--- config.mk ---
export PLATFORM = sky130hd
export DESIGN_NAME = sigma_delta_adc_control
export DESIGN_NICKNAME = d
export VERILOG_FILES = /design/src/logic/adc_ctrl_pkg.sv /design/src/logic/sigma_delta_adc_control.sv
export VERILOG_INCLUDE_DIRS = /design/src /design/src/logic
export SDC_FILE = /design/constraint.sdc
export NUM_CORES = 1
export LEC_CHECK = 0
export BUFFER_PORTS_ARGS = -buffer_cell sky130_fd_sc_hd__buf_2
export CORE_ASPECT_RATIO = 0.6
export CORE_MARGIN = 8
export CORE_UTILIZATION = 50
export DETAILED_ROUTE_END_ITERATION = 10
export PLACE_DENSITY = 0.83
export SLEW_MARGIN = 15
export SYNTH_ARGS = -nofsm -noshare
export SYNTH_HDL_FRONTEND = slang
export SYNTH_SLANG_ARGS = --single-unit
--- constraint.sdc ---
create_clock -name CLK_IN -period 3.11 [get_ports CLK_IN]
set_input_delay 0.311 -clock CLK_IN [delete_from_list [all_inputs] [get_ports CLK_IN]]
set_output_delay 0.311 -clock CLK_IN [all_outputs]
set_load 0.05 [all_outputs]
--- src/logic/adc_ctrl_defines.svh ---
`ifndef ADC_CTRL_DEFINES_SVH
`define ADC_CTRL_DEFINES_SVH

// Register byte offsets
`define OFS_CLOCK_DIVIDER   8'h00
`define OFS_CONTROL_ZERO    8'h04
`define OFS_CONTROL_ONE     8'h08
`define OFS_RESULT_LOW      8'h0C
`define OFS_RESULT_MIDDLE   8'h10
`define OFS_RESULT_HIGH     8'h14
`define OFS_SYSTEM_CONTROL  8'h18
`define OFS_CHANNEL_SELECT  8'h1C

// Reset values
`define RST_CLOCK_DIVIDER   5'h00
`define RST_CONTROL_ZERO    8'h20
`define RST_CONTROL_ONE     8'h00
`define RST_FILTER_RESET    1'b0
`define RST_SLEEP_SELECT    1'b0
`define RST_POWER_OFF       1'b1
`define RST_OSR             3'h0
`define RST_REF_SELECT      1'b0
`define RST_CHOP            3'h0
`define RST_RESULT_HOLD     1'b0

// Control zero fields
`define BIT_FILTER_RESET    7
`define BIT_SLEEP_SELECT    6
`define BIT_POWER_OFF       5
`define POS_OSR_HI          4
`define POS_OSR_LO          2
`define BIT_REF_SELECT      0

// Control one fields
`define POS_CHOP_HI         7
`define POS_CHOP_LO         5
`define BIT_RESULT_HOLD     2
`define BIT_DONE            1

// System control fields
`define BIT_REGULATOR_EN    0
`define BIT_GLOBAL_INT_EN   1
`define BIT_CONV_INT_EN     2
`define BIT_IRQ_FLAG        3

// Divider and oversampling counts
`define DIV_BYPASS_CODE     5'h1F
`define OSR_MAX_COUNT       17'h04000
`define ADCK_DIV_LONG       5'd30
`define ADCK_DIV_SHORT      5'd12

`endif

--- src/logic/adc_ctrl_pkg.sv ---
package adc_ctrl_pkg;

   typedef enum logic [1:0] {
      MODE_POWER_DOWN,
      MODE_SLEEP,
      MODE_NORMAL,
      MODE_RESET
   } adc_mode_t;

   typedef logic signed [23:0] result_t;

   // Returns {chop_is_one, divide_by_short}
   function automatic logic [1:0] decode_chop(input logic [2:0] sel);
      return {sel[2], sel[1]};
   endfunction

endpackage

--- src/logic/sigma_delta_adc_control.sv ---
`timescale 1ns/1ps
`include "adc_ctrl_defines.svh"
module sigma_delta_adc_control
   import adc_ctrl_pkg::*;
#(
   parameter logic [3:0] TEMP_POS_CODE = 4'hE,
   parameter logic [3:0] TEMP_NEG_CODE = 4'hE
) (
   input  wire  logic        CLK_IN,
   input  wire  logic        RST_IN,
   input  wire  logic        PSEL_IN,
   input  wire  logic        PENABLE_IN,
   input  wire  logic        PWRITE_IN,
   input  wire  logic [7:0]  PADDR_IN,
   input  wire  logic [31:0] PWDATA_IN,
   input  wire  logic        MOD_BIT_IN,
   output logic        [31:0] PRDATA_OUT,
   output logic               PREADY_OUT,
   output logic               PSLVERR_OUT,
   output logic        [1:0]  MODE_OUT,
   output logic               BANDGAP_EN_OUT,
   output logic               REGULATOR_EN_OUT,
   output logic               COMMON_MODE_EN_OUT,
   output logic               PGA_EN_OUT,
   output logic               MODULATOR_EN_OUT,
   output logic               TEMP_SENSOR_EN_OUT,
   output logic               FILTER_EN_OUT,
   output logic               FILTER_RESET_OUT,
   output logic               REF_SELECT_OUT,
   output logic               MASTER_CLK_TICK_OUT,
   output logic               IRQ_OUT
);

   logic [4:0]  clock_divide_select_q;
   logic        filter_reset_control_q;
   logic        converter_sleep_select_q;
   logic        converter_power_off_q;
   logic [2:0]  oversample_rate_select_q;
   logic        reference_pair_select_q;
   logic [2:0]  clock_chop_select_q;
   logic        result_hold_enable_q;
   logic        done_q;
   logic        regulator_enable_q;
   logic        global_interrupt_enable_q;
   logic        converter_interrupt_enable_q;
   logic        irq_flag_q;
   logic [3:0]  positive_channel_select_q;
   logic [3:0]  negative_channel_select_q;
   result_t     result_q;
   logic [1:0]  mod_sync_q;
   logic        filter_reset_prev_q;
   logic        started_q;
   logic [5:0]  mclk_cnt_q;
   logic        mclk_tick;
   logic [4:0]  adck_cnt_q;
   logic        adck_tick;
   logic [16:0] sample_cnt_q;
   logic [16:0] sample_target;
   result_t     acc_q;
   result_t     acc_next;
   logic        conv_end_q;
   result_t     conv_value_q;
   logic        running;
   adc_mode_t   mode_d;
   adc_mode_t   mode_q;
   logic        setup;
   logic        wr_en;
   logic        addr_ok;
   logic [31:0] rd_d;
   logic        temp_sel;
   logic [1:0]  chop_dec;

   assign setup = PSEL_IN && !PENABLE_IN;
   assign wr_en = PSEL_IN && PENABLE_IN && PWRITE_IN && PREADY_OUT;

   always_comb begin
      addr_ok = 1'b1;
      rd_d    = 32'h0000_0000;
      unique case (PADDR_IN)
         `OFS_CLOCK_DIVIDER: rd_d = {27'h0, clock_divide_select_q};
         `OFS_CONTROL_ZERO: rd_d = {24'h0, filter_reset_control_q, converter_sleep_select_q,
                                    converter_power_off_q, oversample_rate_select_q, 1'b0,
                                    reference_pair_select_q};
         `OFS_CONTROL_ONE: rd_d = {24'h0, clock_chop_select_q, 2'b00, result_hold_enable_q,
                                   done_q, 1'b0};
         `OFS_RESULT_LOW: rd_d = {24'h0, result_q[7:0]};
         `OFS_RESULT_MIDDLE: rd_d = {24'h0, result_q[15:8]};
         `OFS_RESULT_HIGH: rd_d = {24'h0, result_q[23:16]};
         `OFS_SYSTEM_CONTROL: rd_d = {28'h0, irq_flag_q, converter_interrupt_enable_q,
                                      global_interrupt_enable_q, regulator_enable_q};
         `OFS_CHANNEL_SELECT: rd_d = {24'h0, negative_channel_select_q,
                                      positive_channel_select_q};
         default: addr_ok = 1'b0;
      endcase
   end

   // Bus answer: one access cycle, no wait states
   always_ff @(posedge CLK_IN) begin
      if (RST_IN) begin
         PREADY_OUT  <= 1'b0;
         PSLVERR_OUT <= 1'b0;
         PRDATA_OUT  <= 32'h0000_0000;
      end else begin
         PREADY_OUT  <= setup;
         PSLVERR_OUT <= setup && !addr_ok;
         PRDATA_OUT  <= (setup && !PWRITE_IN) ? rd_d : 32'h0000_0000;
      end
   end

   // Software-written control registers
   always_ff @(posedge CLK_IN) begin
      if (RST_IN) begin
         clock_divide_select_q        <= `RST_CLOCK_DIVIDER;
         filter_reset_control_q       <= `RST_FILTER_RESET;
         converter_sleep_select_q     <= `RST_SLEEP_SELECT;
         converter_power_off_q        <= `RST_POWER_OFF;
         oversample_rate_select_q     <= `RST_OSR;
         reference_pair_select_q      <= `RST_REF_SELECT;
         clock_chop_select_q          <= `RST_CHOP;
         result_hold_enable_q         <= `RST_RESULT_HOLD;
         regulator_enable_q           <= 1'b0;
         global_interrupt_enable_q    <= 1'b0;
         converter_interrupt_enable_q <= 1'b0;
         positive_channel_select_q    <= 4'h0;
         negative_channel_select_q    <= 4'h0;
      end else if (wr_en) begin
         if (PADDR_IN == `OFS_CLOCK_DIVIDER)
            clock_divide_select_q <= PWDATA_IN[4:0];
         if (PADDR_IN == `OFS_CONTROL_ZERO) begin
            filter_reset_control_q   <= PWDATA_IN[`BIT_FILTER_RESET];
            converter_sleep_select_q <= PWDATA_IN[`BIT_SLEEP_SELECT];
            converter_power_off_q    <= PWDATA_IN[`BIT_POWER_OFF];
            oversample_rate_select_q <= PWDATA_IN[`POS_OSR_HI:`POS_OSR_LO];
            reference_pair_select_q  <= PWDATA_IN[`BIT_REF_SELECT];
         end
         if (PADDR_IN == `OFS_CONTROL_ONE) begin
            clock_chop_select_q  <= PWDATA_IN[`POS_CHOP_HI:`POS_CHOP_LO];
            result_hold_enable_q <= PWDATA_IN[`BIT_RESULT_HOLD];
         end
         if (PADDR_IN == `OFS_SYSTEM_CONTROL) begin
            regulator_enable_q           <= PWDATA_IN[`BIT_REGULATOR_EN];
            global_interrupt_enable_q    <= PWDATA_IN[`BIT_GLOBAL_INT_EN];
            converter_interrupt_enable_q <= PWDATA_IN[`BIT_CONV_INT_EN];
         end
         if (PADDR_IN == `OFS_CHANNEL_SELECT) begin
            positive_channel_select_q <= PWDATA_IN[3:0];
            negative_channel_select_q <= PWDATA_IN[7:4];
         end
      end
   end

   // Done and request flags: a conversion end wins over a software write
   always_ff @(posedge CLK_IN) begin
      if (RST_IN) begin
         done_q     <= 1'b0;
         irq_flag_q <= 1'b0;
      end else begin
         if (conv_end_q && !result_hold_enable_q)
            done_q <= 1'b1;
         else if (wr_en && PADDR_IN == `OFS_CONTROL_ONE)
            done_q <= PWDATA_IN[`BIT_DONE];
         if (conv_end_q && !result_hold_enable_q)
            irq_flag_q <= 1'b1;
         else if (wr_en && PADDR_IN == `OFS_SYSTEM_CONTROL)
            irq_flag_q <= PWDATA_IN[`BIT_IRQ_FLAG];
      end
   end

   // Operating mode decode
   always_comb begin
      if (converter_power_off_q)
         mode_d = MODE_POWER_DOWN;
      else if (converter_sleep_select_q)
         mode_d = MODE_SLEEP;
      else if (filter_reset_control_q)
         mode_d = MODE_RESET;
      else
         mode_d = MODE_NORMAL;
   end

   assign temp_sel = (positive_channel_select_q == TEMP_POS_CODE) ||
                     (negative_channel_select_q == TEMP_NEG_CODE);

   // Analog enables, registered one cycle after the control registers
   always_ff @(posedge CLK_IN) begin
      if (RST_IN) begin
         mode_q             <= MODE_POWER_DOWN;
         BANDGAP_EN_OUT     <= 1'b0;
         REGULATOR_EN_OUT   <= 1'b0;
         COMMON_MODE_EN_OUT <= 1'b0;
         PGA_EN_OUT         <= 1'b0;
         MODULATOR_EN_OUT   <= 1'b0;
         TEMP_SENSOR_EN_OUT <= 1'b0;
         FILTER_EN_OUT      <= 1'b0;
         FILTER_RESET_OUT   <= 1'b0;
         REF_SELECT_OUT     <= 1'b0;
      end else begin
         mode_q             <= mode_d;
         BANDGAP_EN_OUT     <= (mode_d != MODE_POWER_DOWN) || regulator_enable_q;
         REGULATOR_EN_OUT   <= regulator_enable_q;
         COMMON_MODE_EN_OUT <= (mode_d != MODE_POWER_DOWN) || regulator_enable_q;
         PGA_EN_OUT         <= (mode_d != MODE_POWER_DOWN);
         MODULATOR_EN_OUT   <= (mode_d == MODE_NORMAL) || (mode_d == MODE_RESET);
         TEMP_SENSOR_EN_OUT <= ((mode_d == MODE_NORMAL) || (mode_d == MODE_RESET)) &&
                               temp_sel;
         FILTER_EN_OUT      <= (mode_d != MODE_POWER_DOWN);
         FILTER_RESET_OUT   <= (mode_d == MODE_RESET);
         REF_SELECT_OUT     <= reference_pair_select_q;
      end
   end

   assign MODE_OUT = mode_q;

   // Modulator bit stream synchroniser
   always_ff @(posedge CLK_IN) begin
      if (RST_IN)
         mod_sync_q <= 2'b00;
      else
         mod_sync_q <= {mod_sync_q[0], MOD_BIT_IN};
   end

   // Start on release of filter reset; power down disarms
   always_ff @(posedge CLK_IN) begin
      if (RST_IN) begin
         filter_reset_prev_q <= 1'b0;
         started_q           <= 1'b0;
      end else begin
         filter_reset_prev_q <= filter_reset_control_q;
         if (converter_power_off_q)
            started_q <= 1'b0;
         else if (filter_reset_prev_q && !filter_reset_control_q)
            started_q <= 1'b1;
      end
   end

   assign running = started_q && (mode_q == MODE_NORMAL);

   // Master clock: system clock / 2 / (n + 1), or undivided
   assign mclk_tick = (clock_divide_select_q == `DIV_BYPASS_CODE) ||
                      (mclk_cnt_q == {clock_divide_select_q, 1'b1});

   always_ff @(posedge CLK_IN) begin
      if (RST_IN) begin
         mclk_cnt_q          <= 6'h00;
         MASTER_CLK_TICK_OUT <= 1'b0;
      end else begin
         mclk_cnt_q          <= mclk_tick ? 6'h00 : mclk_cnt_q + 6'h01;
         MASTER_CLK_TICK_OUT <= mclk_tick;
      end
   end

   // Converter sample clock and chop decode
   assign chop_dec  = decode_chop(clock_chop_select_q);
   assign adck_tick = mclk_tick &&
                      (adck_cnt_q == (chop_dec[0] ? `ADCK_DIV_SHORT - 5'd1
                                                  : `ADCK_DIV_LONG - 5'd1));

   always_ff @(posedge CLK_IN) begin
      if (RST_IN || !running)
         adck_cnt_q <= 5'h00;
      else if (mclk_tick)
         adck_cnt_q <= adck_tick ? 5'h00 : adck_cnt_q + 5'h01;
   end

   // Samples per conversion: ratio times chop factor
   assign sample_target = (`OSR_MAX_COUNT >> oversample_rate_select_q) <<
                          (chop_dec[1] ? 1'b0 : 1'b1);
   assign acc_next = mod_sync_q[1] ? acc_q + 24'sh000001 : acc_q - 24'sh000001;

   // Decimation accumulator, cleared while not running
   always_ff @(posedge CLK_IN) begin
      if (RST_IN || !running) begin
         sample_cnt_q <= 17'h00000;
         acc_q        <= 24'sh000000;
         conv_end_q   <= 1'b0;
         conv_value_q <= 24'sh000000;
      end else begin
         conv_end_q <= 1'b0;
         if (adck_tick) begin
            if (sample_cnt_q == sample_target - 17'h00001) begin
               sample_cnt_q <= 17'h00000;
               acc_q        <= 24'sh000000;
               conv_end_q   <= 1'b1;
               conv_value_q <= acc_next;
            end else begin
               sample_cnt_q <= sample_cnt_q + 17'h00001;
               acc_q        <= acc_next;
            end
         end
      end
   end

   // Result bytes update unless held
   always_ff @(posedge CLK_IN) begin
      if (RST_IN)
         result_q <= 24'sh000000;
      else if (conv_end_q && !result_hold_enable_q)
         result_q <= conv_value_q;
   end

   always_ff @(posedge CLK_IN) begin
      if (RST_IN)
         IRQ_OUT <= 1'b0;
      else
         IRQ_OUT <= irq_flag_q && global_interrupt_enable_q &&
                    converter_interrupt_enable_q;
   end
endmodule // sigma_delta_adc_control

==> results.md <==
- Placed instance area: 7951 µm²
- Cells along the critical path: xor2_1 -> nand3_1 -> ha_2 -> or4b_2 -> o21ai_0 -> a221oi_2 -> xnor2_1 -> or4b_4 -> and3_2 -> a22o_1
- Filler cell count: 1,232
- Asr flop ratio synth: 0%
- Hold buffers post-CTS: 0
- Met1 Wirelength: about 9.2 mm
- FP Rows: 34
- Tot GR Track Use: 20.18%
- Post-Syn Area per Cell: 8.678 µm²
- Final Hold Viols: 0
- Kind of critical path: register to register
- Commonest cells in the netlist: 154 x dfxtp_1, 101 x nand2_1, 79 x nor2_1
- PortBufs: 44
- Final WS setup: 143.8 ps
- Pin count of the biggest net entering global routing: 70
- Most common cell in the synthesized netlist: dfxtp_1
- Final core occ: 59.04%
- Placed Cells: 1,097
- Area of the multi-input gates: roughly 4000 µm²
- Share of layout cells above drive strength 1: approximately 16%
- Die X: 173.6 µm
- Initial antenna violation count: 0
- Via count: 6,498
- Top_reg_cell synth: dfxtp_1
- Register bit count reported by yosys: 154
- Number of global-route vias before repair: 6,156
- Worst path arrival time: 3280 ps
- Clock Latency Late Sink: 430 ps
- Setup_tns: 0 ps
- CTS Buf Count: 17
- Register area: 3085 µm²
- Post-Synthesis Cells: 859
- First-pass DRT Iterations: 5
- CTS tree: done
- Fin crit period: 2966 ps
- Core area: 14,550 µm²
- Clock skew: 12.44 ps
- Fin cells: 1,131
- Post-Syn Area: 7455 µm²
- DR WL/cell: 17.45 µm
- DP Worst Slack: 39.41 ps
- Setup bufs post-CTS: 0
- Drt drc: 0
- FF-to-FF setup slack: about 140 ps
- Critical Path RT: 3430 ps
- Slowest cell on the critical path: or4b_2
- Max cap viols: 0
- IO Pins: 93
- EDFF count, synth: 0
- Root buffer cell: clkbuf_16
- Wire length on met3: around 1.8 mm
- Vias per inst: 5.745
- 1st-iter DRT viols: 953
- Startpoint types: register
- Warnings, synthesis: 0
- Crit end category: register
- Final setup fails: 0
- Worst Max-Slew Pin Slew: about 1000 ps
- Final instance area: 8589 µm²
- Synth top area cells: dfxtp_1 41%, nand2_1 5.1%, ha_1 4.4%, a21oi_1 4.1%, nor2_1 4.0%
- Leak: ~3.4 nW
- Layout net count: 993
- Post-route ant nets: 0
- HP Class: input port to register
- DR WL met2: 8.595 mm
- Clock transition at path regs: about 70 ps
- FMAX: 337.1 MHz
- Unique masters post-synth: 66
- Die area: 19,200 µm²
- Slew Limit Fails: 0
- Pwr Density: around 490 nW/µm²
- GRT Residual Overflow: 0
- First-pass GRT wire length: 32.22 mm
- Maximum clock path buffer count: 2
- Synthesis-to-finish area growth: 15.22%
- Max incr delay on CP: 600 ps
- Worst IR drop on VDD: between 0.3 and 0.4 mV
- Crit share post-route: 95.38%
- Num Clock Sinks: 154
- Starting Density: 51.24%
- Yosys top cell by area: dfxtp_1
- Sequential fraction of the synthesis area: 41.36%
- Total Wirelength: 19.74 mm
- Top routing layer in use: met4
- N_diodes: 0
- RSZ-0062 raised after global routing: no
- Die span in y: 110.6 µm
- Worst-path fanout max: 5
- Dpl hpwl: 13.84 mm
- Htree depth: 4
- Top cell type's share of synthesized area: 41.36%
- Status: finished clean
- Slew Limit Headroom: 32.38%
- GPL Wtd Cong: 0.9375
## per-stage QoR
stage	power [mW]	hold WS [ps]
detailed placement	2.261	449.3
global placement	2.256	416.4
CTS	4.224	121.4
finish	4.221	133.0
global route	4.345	143.4
floorplan	2.222	413.8
## flip-flops by register name, indices dropped and copies added (netlist names), 2 cells and up
signal and cells:
acc_q 24, oversample_rate_select_q 3, positive_channel_select_q 4, clock_chop_select_q 3, mod_sync_q 2, adck_cnt_q 5, mclk_cnt_q 6, result_q 24
conv_value_q 24, negative_channel_select_q 4, sample_cnt_q 17, PRDATA_OUT 8, clock_divide_select_q 5
## worst max-delay path, delay by kind of cell, from the launching register on
family,cells,cell delay [ps]
adder cells (fa/ha/maj),1,210
AND/OR/NAND/NOR,4,1550
XOR/XNOR,2,330
AO/OA/AOI/OAI,3,420
flip-flops,1,360
## final timing paths
check / startpoint / to / cells past startpoint
worst max-delay path: oversample_rate_select_q[0]$_SDFFE_PP0P_ / acc_q[5]$_SDFFE_PP0P_ / 10
worst min-delay path: MOD_BIT_IN / mod_sync_q[0]$_SDFF_PP0_ / 2
worst max register to register: oversample_rate_select_q[0]$_SDFFE_PP0P_ / acc_q[5]$_SDFFE_PP0P_ / 10
worst min register to register: conv_value_q[11]$_SDFFE_PP0P_ / result_q[11]$_SDFFE_PP0P_ / 2
## where the power goes
| group | total (mW) | internal [mW] | leakage (nW) | switching (mW) |
|---|---|---|---|---|
| Clock | 2.00 | 1.07 | 0.276 | 0.933 |
| Sequential | 1.99 | 1.98 | 1.24 | 0.00692 |
| Combinational | 0.235 | 0.0634 | 1.83 | 0.171 |
| Total | 4.22 | 3.11 | 3.35 | 1.11 |
## layer usage
layer | up-vias | GRT usage [%]
met5 | - | 0
met4 | 0 | 4.424
met3 | 18 | 4.388
met2 | 289 | 29.85
met1 | 3056 | 29.43
li1 | 3135 | -
## kinds of logic (layout without fill, tap and decap cells)
logic type | count (synthesis) | in the layout | synth area share (%)
xor gates and xnor gates | 54 | 54 | 6.344
and+or+nand+nor | 313 | 315 | 20.33
adders and majority gates | 27 | 27 | 4.632
DFF | 154 | 154 | 41.36
muxes | 27 | 27 | 3.625
buffers and inverters | 91 | 140 | 6.428
AOI/OAI and AO/OA | 192 | 192 | 17.24
other | 1 | 24 | 0.05030
## cells in the final DEF (no fill, tap or decap), types with 4 or more instances in the layout
master,netlist,routed
dfxtp_1,154,152
nand2_1,101,99
nor2_1,79,79
a21oi_1,61,60
buf_2,8,44
buf_4,28,41
nand3_1,36,36
xor2_1,28,28
mux2i_1,27,27
xnor2_1,26,26
ha_1,26,25
nor3_1,24,24
conb_1,1,24
o21ai_0,22,22
a22o_1,20,20
a22oi_1,20,20
inv_1,21,19
clkbuf_16,0,17
nand4_1,15,15
nor2b_1,10,10
a31oi_1,10,10
and3_1,7,7
a211oi_1,7,7
o21a_1,7,7
and2_1,6,6
nand2b_1,5,5
a21o_1,5,5
inv_8,0,5
o22ai_1,4,4
a41oi_1,4,4
o21bai_1,4,4
a2bb2o_1,4,4
## what timing repair did
item,4_1_cts,5_1_grt
pin swaps,0,2
resized for setup,1,13
setup endpoints to repair,1,47
cloned,1,1
## final cells by class
| class | instances | area share, % |
|---|---|---|
| repair buffers | 87 | 6.511 |
| well taps | 198 | 2.884 |
| clock inverters | 15 | 1.763 |
| multi-input cells | 639 | 47.05 |
| flip-flops and latches | 154 | 35.92 |
| clock buffers | 17 | 4.953 |
| inverters | 21 | 0.9177 |
Power figures use the tool's default switching activity.
